File: src/timer_pkg.sv
// Package with register map, field layout and reset values for the interval timer
//
// Behaviour
// A 16-bit down-counter is decremented by one once every n clock cycles, n set by the prescale.
// The 8-bit prescale setting holds n-1, so a stored k steps the counter once every k+1 cycles.
// When the down-counter reaches zero a timer interrupt request is raised.
// When the down-counter reaches zero it is reloaded from the 16-bit period setting.
// The timer interrupt is individually maskable and reaches the processor only when its mask bit is set.
// The prescaler is a cycle counter restarting from the stored scale value at each expiry, one step per expiry.
`default_nettype none
package timer_pkg;
  localparam int ADDR_W = 4;
  localparam logic [ADDR_W-1:0] OFF_COUNT = 4'h0;
  localparam logic [ADDR_W-1:0] OFF_SCALE = 4'h4;
  localparam logic [ADDR_W-1:0] OFF_PERIOD = 4'h8;
  localparam logic [ADDR_W-1:0] OFF_CTRL = 4'hc;
  localparam int CNT_W = 16;
  localparam int SCL_W = 8;
  localparam int CTRL_EN_BIT = 0;
  localparam int CTRL_MASK_BIT = 1;
  localparam int CTRL_STAT_BIT = 2;
  localparam logic [CNT_W-1:0] COUNT_RST = 16'h0000;
  localparam logic [SCL_W-1:0] SCALE_RST = 8'h00;
  localparam logic [CNT_W-1:0] PERIOD_RST = 16'h0000;
  localparam logic [1:0] RESP_OKAY = 2'h0;
  localparam logic [1:0] RESP_SLVERR = 2'h2;

  typedef struct packed {
    logic [CNT_W-1:0] value;
    logic wr;
  } cnt_load_t;
endpackage
`default_nettype wire

File: src/prescaler.sv
// Prescaler producing one step pulse every scale+1 cycles
`default_nettype none
module prescaler
  import timer_pkg::*;
(
  input wire logic core_clk,
  input wire logic rst_b,
  input wire logic run,
  input wire logic [SCL_W-1:0] scale,
  output logic step
);
  logic [SCL_W-1:0] pre_r;

  assign step = run && (pre_r == '0);

  always_ff @(posedge core_clk or negedge rst_b) begin
    if (!rst_b) begin
      pre_r <= SCALE_RST;
    end else if (!run) begin
      pre_r <= scale;
    end else if (pre_r == '0) begin
      pre_r <= scale;
    end else begin
      pre_r <= pre_r - 8'h01;
    end
  end
endmodule
`default_nettype wire

File: src/interval_timer.sv
// Interval timer with AXI4-Lite register slave and masked interrupt
//
// The placing of the registers and the AXI4-Lite interface to the registers were left to the implementer.
`default_nettype none
module interval_timer
  import timer_pkg::*;
(
  input wire logic core_clk,
  input wire logic rst_b,
  input wire logic [ADDR_W-1:0] s_axi_awaddr,
  input wire logic s_axi_awvalid,
  output logic s_axi_awready,
  input wire logic [31:0] s_axi_wdata,
  input wire logic [3:0] s_axi_wstrb,
  input wire logic s_axi_wvalid,
  output logic s_axi_wready,
  output logic [1:0] s_axi_bresp,
  output logic s_axi_bvalid,
  input wire logic s_axi_bready,
  input wire logic [ADDR_W-1:0] s_axi_araddr,
  input wire logic s_axi_arvalid,
  output logic s_axi_arready,
  output logic [31:0] s_axi_rdata,
  output logic [1:0] s_axi_rresp,
  output logic s_axi_rvalid,
  input wire logic s_axi_rready,
  output logic timer_irq
);
  logic [CNT_W-1:0] count_r;
  logic [SCL_W-1:0] scale_r;
  logic [CNT_W-1:0] period_r;
  logic en_r;
  logic mask_r;
  logic stat_r;
  logic aw_held_r;
  logic w_held_r;
  logic [ADDR_W-1:0] awaddr_r;
  logic [31:0] wdata_r;
  logic [3:0] wstrb_r;
  logic step;
  logic wr_go;
  logic rd_go;
  logic zero_evt;
  logic stat_rd;
  logic wr_ok;
  logic [1:0] wr_resp_nxt;
  logic sel_count;
  logic sel_scale;
  logic sel_period;
  logic sel_ctrl;
  logic [31:0] rd_data_nxt;
  logic [1:0] rd_resp_nxt;
  cnt_load_t sw_load;

  prescaler u_pre (
    .core_clk(core_clk),
    .rst_b(rst_b),
    .run(en_r),
    .scale(scale_r),
    .step(step)
  );

  // Write channel: address and data taken in either order, both held until the response
  assign s_axi_awready = !aw_held_r && !s_axi_bvalid;
  assign s_axi_wready = !w_held_r && !s_axi_bvalid;
  assign wr_go = aw_held_r && w_held_r && !s_axi_bvalid;

  always_ff @(posedge core_clk or negedge rst_b) begin
    if (!rst_b) begin
      aw_held_r <= 1'b0;
      awaddr_r <= '0;
    end else if (s_axi_awvalid && s_axi_awready) begin
      aw_held_r <= 1'b1;
      awaddr_r <= s_axi_awaddr;
    end else if (wr_go) begin
      aw_held_r <= 1'b0;
    end
  end

  always_ff @(posedge core_clk or negedge rst_b) begin
    if (!rst_b) begin
      w_held_r <= 1'b0;
      wdata_r <= '0;
      wstrb_r <= '0;
    end else if (s_axi_wvalid && s_axi_wready) begin
      w_held_r <= 1'b1;
      wdata_r <= s_axi_wdata;
      wstrb_r <= s_axi_wstrb;
    end else if (wr_go) begin
      w_held_r <= 1'b0;
    end
  end

  // Register selects for the held write; an unaligned address selects nothing
  assign wr_ok = (awaddr_r[1:0] == 2'h0);
  assign sel_count = wr_go && (awaddr_r == OFF_COUNT);
  assign sel_scale = wr_go && (awaddr_r == OFF_SCALE);
  assign sel_period = wr_go && (awaddr_r == OFF_PERIOD);
  assign sel_ctrl = wr_go && (awaddr_r == OFF_CTRL);
  assign wr_resp_nxt = wr_ok ? RESP_OKAY : RESP_SLVERR;

  always_ff @(posedge core_clk or negedge rst_b) begin
    if (!rst_b) begin
      s_axi_bvalid <= 1'b0;
      s_axi_bresp <= RESP_OKAY;
    end else if (wr_go) begin
      s_axi_bvalid <= 1'b1;
      s_axi_bresp <= wr_resp_nxt;
    end else if (s_axi_bready) begin
      s_axi_bvalid <= 1'b0;
    end
  end

  always_ff @(posedge core_clk or negedge rst_b) begin
    if (!rst_b) begin
      scale_r <= SCALE_RST;
    end else if (sel_scale && wstrb_r[0]) begin
      scale_r <= wdata_r[SCL_W-1:0];
    end
  end

  always_ff @(posedge core_clk or negedge rst_b) begin
    if (!rst_b) begin
      period_r <= PERIOD_RST;
    end else if (sel_period) begin
      if (wstrb_r[0]) begin
        period_r[7:0] <= wdata_r[7:0];
      end
      if (wstrb_r[1]) begin
        period_r[15:8] <= wdata_r[15:8];
      end
    end
  end

  always_ff @(posedge core_clk or negedge rst_b) begin
    if (!rst_b) begin
      en_r <= 1'b0;
      mask_r <= 1'b0;
    end else if (sel_ctrl && wstrb_r[0]) begin
      en_r <= wdata_r[CTRL_EN_BIT];
      mask_r <= wdata_r[CTRL_MASK_BIT];
    end
  end

  // Software write into the live count; lanes left out keep the running value
  always_comb begin
    sw_load.wr = sel_count && (wstrb_r[1:0] != 2'h0);
    sw_load.value = count_r;
    if (wstrb_r[0]) begin
      sw_load.value[7:0] = wdata_r[7:0];
    end
    if (wstrb_r[1]) begin
      sw_load.value[15:8] = wdata_r[15:8];
    end
  end

  // A step that finds the count at zero reloads instead of wrapping
  assign zero_evt = step && (count_r == '0);

  always_ff @(posedge core_clk or negedge rst_b) begin
    if (!rst_b) begin
      count_r <= COUNT_RST;
    end else if (sw_load.wr) begin
      count_r <= sw_load.value;
    end else if (zero_evt) begin
      count_r <= period_r;
    end else if (step) begin
      count_r <= count_r - 16'h0001;
    end
  end

  // Read channel
  assign s_axi_arready = !s_axi_rvalid;
  assign rd_go = s_axi_arvalid && s_axi_arready;
  assign stat_rd = rd_go && (s_axi_araddr == OFF_CTRL);

  // Read data are chosen from the presented address and registered on acceptance
  always_comb begin
    rd_data_nxt = '0;
    rd_resp_nxt = RESP_OKAY;
    unique case (s_axi_araddr)
      OFF_COUNT: rd_data_nxt[CNT_W-1:0] = count_r;
      OFF_SCALE: rd_data_nxt[SCL_W-1:0] = scale_r;
      OFF_PERIOD: rd_data_nxt[CNT_W-1:0] = period_r;
      OFF_CTRL: begin
        rd_data_nxt[CTRL_EN_BIT] = en_r;
        rd_data_nxt[CTRL_MASK_BIT] = mask_r;
        rd_data_nxt[CTRL_STAT_BIT] = stat_r;
      end
      default: rd_resp_nxt = RESP_SLVERR;
    endcase
  end

  always_ff @(posedge core_clk or negedge rst_b) begin
    if (!rst_b) begin
      s_axi_rvalid <= 1'b0;
      s_axi_rdata <= '0;
      s_axi_rresp <= RESP_OKAY;
    end else if (rd_go) begin
      s_axi_rvalid <= 1'b1;
      s_axi_rdata <= rd_data_nxt;
      s_axi_rresp <= rd_resp_nxt;
    end else if (s_axi_rready) begin
      s_axi_rvalid <= 1'b0;
    end
  end

  // Sticky status: a new event wins over the clear-on-read
  always_ff @(posedge core_clk or negedge rst_b) begin
    if (!rst_b) begin
      stat_r <= 1'b0;
    end else if (zero_evt) begin
      stat_r <= 1'b1;
    end else if (stat_rd) begin
      stat_r <= 1'b0;
    end
  end

  assign timer_irq = stat_r && mask_r;
endmodule
`default_nettype wire

File: config.mk
export PLATFORM = sky130hd
export DESIGN_NAME = interval_timer
export DESIGN_NICKNAME = d
export VERILOG_FILES = /design/src/timer_pkg.sv /design/src/prescaler.sv /design/src/interval_timer.sv
export SDC_FILE = /design/constraint.sdc
export NUM_CORES = 1
export LEC_CHECK = 0
export BUFFER_PORTS_ARGS = -buffer_cell sky130_fd_sc_hd__buf_4
export CORE_ASPECT_RATIO = 0.75
export CORE_UTILIZATION = 55
export CTS_BUF_LIST = sky130_fd_sc_hd__clkbuf_8 sky130_fd_sc_hd__clkbuf_16
export DETAILED_ROUTE_END_ITERATION = 16
export HOLD_SLACK_MARGIN = 0.02
export PLACE_DENSITY = 0.84
export SYNTH_ARGS = -nofsm -noshare
export SYNTH_HDL_FRONTEND = slang
export SYNTH_HIERARCHICAL = 1
export SYNTH_SLANG_ARGS = --single-unit
File: constraint.sdc
create_clock -name core_clk -period 3.6 [get_ports core_clk]
set_clock_uncertainty 0.2 [all_clocks]
set_input_delay 0.72 -clock core_clk [delete_from_list [all_inputs] [get_ports core_clk]]
set_output_delay 0.72 -clock core_clk [all_outputs]
set_load 0.02 [all_outputs]
Word level (Yosys, flattened, before mapping)
Index checks and enable logic that the tools add are counted.
{"block": "totals", "reg_bits": 97, "output_inout_bits": 42, "wordCells": 89, "inputBits": 51}
{"block": "classes", "n_mux": 21, "n_addsub": 2, "reduce_logical": 39, "eq_ne": 8}
{"operator": "$mux 16", "count": 3}
{"operator": "$mux 8", "count": 4}
{"operator": "$logic_and 1x1->1", "count": 18}
{"operator": "$eq 4x4->1 const B", "count": 4}
{"operator": "$logic_not 16->1", "count": 1}
{"operator": "$pmux 8 s2", "count": 1}
{"operator": "$sub 16x1->16 const B", "count": 1}
{"operator": "$pmux 5 s3", "count": 1}
{"operator": "$pmux 3 s4", "count": 1}
{"operator": "$reduce_bool 2->1", "count": 6}
{"operator": "$mux 1", "count": 9}
{"operator": "$eq 4x3->1 const B", "count": 2}
{"operator": "$logic_not 4->1", "count": 2}
{"operator": "$logic_not 8->1", "count": 1}
{"operator": "$reduce_and 2->1", "count": 4}
{"operator": "$sub 8x1->8 const B", "count": 1}
{"operator": "$logic_not 1->1", "count": 4}
{"operator": "$mux 2", "count": 2}
{"operator": "$ne 2x2->1 const B", "count": 2}
{"operator": "$reduce_or 4->1", "count": 1}
{"operator": "$reduce_bool 3->1", "count": 1}
{"operator": "$logic_not 2->1", "count": 1}

Longest topological paths before layout
{"block": "logic_depth", "ltp_word": 6, "depth_mapped": 9, "depth_no_buf": 8}

Hierarchy
Netlist, hierarchy kept.
{"module": "interval_timer", "area_per_inst_um2": 4270.3, "seq_area_each_um2": 2177.1, "cells_per_inst": 370, "instances": 1}
{"module": "prescaler", "area_per_inst_um2": 464.2, "seq_area_each_um2": 200.2, "cells_per_inst": 49, "instances": 1}

Least setup slack after synthesis
Ideal clock, no wire load.
{"block": "synth_path", "kind": "register to register", "from": "register u_pre.pre_r[0]", "to": "register count_r[4]", "required_ps": 3263, "path_stages_with_launch": 10, "arrival_time_ps": 2622, "n_path_buf": 1, "slack_ps": 642, "synth_period_minus_slack_ps": 2958, "path_cell_list": "dfrtp_1 -> inv_1 -> ha_1 -> or3b_4 -> nor4b_1 -> nand2_2 -> or2_4 -> buf_6 -> o22ai_1 -> a21oi_1"}
{"block": "synth_between", "elab_chain_cells": 5}
{"element": "start: declaration", "line": "prescaler.sv:12", "rtl": "logic [SCL_W-1:0] pre_r;"}
{"element": "start signal: assignment", "line": "prescaler.sv:20", "rtl": "pre_r <= scale;"}
{"element": "start signal: assignment", "line": "prescaler.sv:22", "rtl": "pre_r <= scale;"}
{"element": "start signal: assignment", "line": "prescaler.sv:24", "rtl": "pre_r <= pre_r - 8'h01;"}
{"element": "$logic_not 8->1 *", "line": "prescaler.sv:14", "rtl": "assign step = run && (pre_r == '0);"}
{"element": "$logic_and 1x1->1 *", "line": "prescaler.sv:14"}
{"element": "via step", "line": "interval_timer.sv:40", "rtl": "logic step;"}
{"element": "$logic_and 1x1->1", "line": "interval_timer.sv:158", "rtl": "assign zero_evt = step && (count_r == '0);"}
{"element": "$reduce_bool 3->1 (no source line) / $mux 16 (equally long branches)"}
{"element": "$reduce_and 2->1 (no source line) / $mux 16 (equally long branches)"}
{"element": "end signal: assignment", "line": "interval_timer.sv:164", "rtl": "count_r <= sw_load.value;"}
{"element": "end signal: assignment", "line": "interval_timer.sv:166", "rtl": "count_r <= period_r;"}
{"element": "end signal: assignment", "line": "interval_timer.sv:168", "rtl": "count_r <= count_r - 16'h0001;"}
{"element": "end: declaration", "line": "interval_timer.sv:29", "rtl": "logic [CNT_W-1:0] count_r;"}
Mark *: on every way through the listed nets, which the timed path passes. The rest lies on a longest branch.
A chain may end at the register's enable or synchronous reset.

Final worst setup path
{"block": "layout_path", "from": "register u_pre.pre_r[0]", "to": "register count_r[15]"}
Same word-level chain as after synthesis.

==> impl_metrics.py <==
metrics = {
    "power_and_ir_drop": {
        "cellLeakagePower_nw": 2.45,
        "irDropWorstVdd_uv": 461,
        "p_per_area_nw_per_um2": 778,
    },
    "detailed_routing": {
        "drcViolationCount": 0,
        "wl_met1_mm": 4.94,
        "num_vias": 3578,
        "dr.max_layer_used": "met4",
        "wl_mm": 10.6,
        "wire_per_inst_um": 18.0,
        "wl_met3_um": 800,
        "drt-pass1-iter-count": 5,
        "met2_length_mm": 4.75,
        "viasPerCell": 6.06,
        "postRouteAntennaNets": 0,
        "drt_iter0_drc": 320,
    },
    "place": {
        "numPortBuffers": 56,
        "place_congestion": 0.889,
        "hpwlAfterDp_mm": 7.63,
        "placed_area_sq_um": 5210,
    },
    "final_layout": {
        "regArea_sq_um": 2380,
        "drive_above_1_share_pct": 31.3,
        "nNetsFinal": 534,
        "area_delta_synth_final_pct": 16.5,
        "diodes": 0,
        "final_area_sq_um": 5520,
        "final_common_cell": "dfrtp_1",
        "multi_input_area_sq_um": 2190,
        "mostFrequentLayoutCells": "95 x dfrtp_1, 63 x buf_4, 47 x mux2_2",
        "fillCellCount": 612,
    },
    "floorplan": {
        "die-area_sq_um": 8990,
        "rows": 28,
        "coreArea_sq_um": 8130,
        "ioPinCount": 93,
        "fp.dieH_um": 82.4,
        "initial_utilization_pct": 58.3,
        "dieWidth_um": 109,
    },
    "synthesis": {
        "syn_area_per_cell_sq_um": 11.3,
        "yosys_warnings": 6,
        "netlist_top_cells_area": "dfrtp_1 50%, mux2_2 11%, o21ai_0 3.2%",
        "synthArstFlopShare_pct": 100,
        "synth_cells": 419,
        "yosysTopAreaCellShare_pct": 50.2,
        "yosysSeqAreaShare_pct": 50.2,
        "synth-seq-cells": 95,
        "synth-edff-count": 0,
        "synth_area_leader_cell": "dfrtp_1",
        "syn_area_sq_um": 4730,
        "synth_ff_type": "dfrtp_1",
        "synth_cell_types": 70,
    },
    "clock_tree": {
        "clockRootBuffer": "clkbuf_16",
        "postCtsSetupBuffers": 0,
        "clockBufferDepth": 2,
        "cts_tree": "built",
        "cts_buffers": 9,
        "cts.clk_slew.worst_paths_ps": 70,
        "ctsResizeCount": 0,
        "clock_sinks": 95,
        "h-tree-depth": 3,
        "clk_latency_ps": 350,
        "cts-hold-fix-buffers": 0,
    },
    "worst_setup_path": {
        "r2r_start": "u_pre/pre_r[0]$_DFF_PN0_",
        "crit_path_start": "u_pre/pre_r[0]$_DFF_PN0_",
        "arrival_ps": 2930,
        "start_kind": "register",
        "worstSetupEndpointType": "register",
        "critPathKind": "reg -> reg",
        "crit_required_ps": 3680,
        "critPathMaxFanout": 12,
    },
    "sta": {
        "worst_pin_slew_ps": 854,
        "fin_crit_ps": 2840,
        "rsz0062_at_grt": "false",
        "hold_viol_final": 0,
        "fmax_mhz": 352,
        "setup_tns_ps": 0,
        "finalSetupViolations": 0,
        "slew_headroom_pct": 43.0,
        "timing.final.crit_share_pct": 79.0,
        "slew_viol_final": 0,
    },
    "global_route": {
        "grt_pass1_vias": 3339,
        "track_usage_pct": 25.5,
        "grt_pass1_wl_mm": 17.0,
        "antenna_found_initial": 0,
        "grt.overflow.total": 0,
        "grt_max_degree": 58,
    },
    "run": {
        "max-cap-violations": 0,
    },
    "min_path": {
        "holdCritPathClass": "in -> async",
    },
    "run_status": {
        "outcome": "completed",
    },
}
[path summary, 6_finish.rpt]
check / endpoint / slack, ps / cells past startpoint
setup / recovery: count_r[15]$_DFFE_PN0P_ / 760 / 9
hold reg to reg: s_axi_rdata[10]$_DFFE_PN0P_ / 280 / 2
max in group asynchronous: count_r[4]$_DFFE_PN0P_ / 2220 / 2
setup reg to reg: count_r[15]$_DFFE_PN0P_ / 760 / 9
min in group core_clk: s_axi_rdata[10]$_DFFE_PN0P_ / 280 / 2
hold / removal: s_axi_rdata[3]$_DFFE_PN0P_ / 210 / 1
[critical path, stage by stage (launching register included)]
cell and delay, ps:
dfrtp_1 410, inv_1 90, ha_1 160, or3b_4 410, nor4b_1 310, buf_4 210, nand2_2 140, or2_4 390
a311oi_1 300, a221o_1 150
[power breakdown]
part	leakage [nW]	internal, mW	switching, mW	total [mW]
sequential	1.20	1.46	0.478	1.94
clock	0.149	0.561	0.414	0.975
combinational	1.10	0.676	0.697	1.37
[synthesized netlist by cell type (3+ instances only)]
master    number
buf_4         18
mux2i_1        6
dfrtp_1       95
o21ai_0       30
a21oi_1       13
nand4_1        3
ha_1           3
and2_1         4
nor4_1         4
xor2_1         5
mux2_2        47
nand2_1       30
nor3_1        10
o22ai_1       12
mux4_2         3
nor2_1        25
inv_1         10
nand3_1       10
xnor2_1        9
a22o_1         8
clkbuf_1       7
a22oi_1        8
[logic make-up (layout without fill, tap and decap cells)]
family	after synthesis	after routing	share of synthesized area, %
other	1	18	0.0792
AND/OR/NAND/NOR	113	113	13.2
AO/OA/AOI/OAI	97	97	14.2
flip-flops	95	95	50.2
multiplexers	56	56	13.9
XOR/XNOR	14	14	2.59
buffers and inverters	40	89	4.97
adder cells (fa/ha/maj)	3	3	0.793
[layer usage]
layer / global-route usage [%] / up-vias
met3: 6.36 / 12
met1: 37.0 / 1790
met4: 6.62 / 0
met5: 0 / -
met2: 38.1 / 160
li1: - / 1616
[final cells by class]
type | count | share of cell area [%]
inverter | 10 | 0.680
tap | 105 | 2.38
timing repair buffer | 63 | 8.57
sequential | 95 | 43.1
clock inverter | 6 | 1.25
multi-input combinational | 301 | 39.7
clock buffer | 10 | 4.33
[sequential cells by signal, indices dropped and copies added, names as in the netlist]
name and cells:
scale_r 8, stat_r 1, u_pre/pre_r 8, s_axi_rvalid 1, mask_r 1, s_axi_rresp 1
en_r 1, w_held_r 1, s_axi_bvalid 1, s_axi_rdata 16, count_r 16, wdata_r 16
wstrb_r 2, s_axi_bresp 1, period_r 16, awaddr_r 4, aw_held_r 1
[metrics by stage]
stage / instances / hold WS [ps] / utilization (%) / setup WS, ps / power [mW]
4_1_cts: 590 / 249 / 67.9 / 768 / 4.28
2_1_floorplan: 436 / 224 / - / 642 / 2.86
5_1_grt: 590 / 276 / 67.9 / 615 / 4.53
6_report: 590 / 214 / 67.9 / 757 / 4.29
3_3_place_gp: 574 / 262 / 64.1 / 882 / 3.21
3_5_place_dp: 574 / 273 / 64.1 / 806 / 3.30
(Power assumes the default switching activity.)
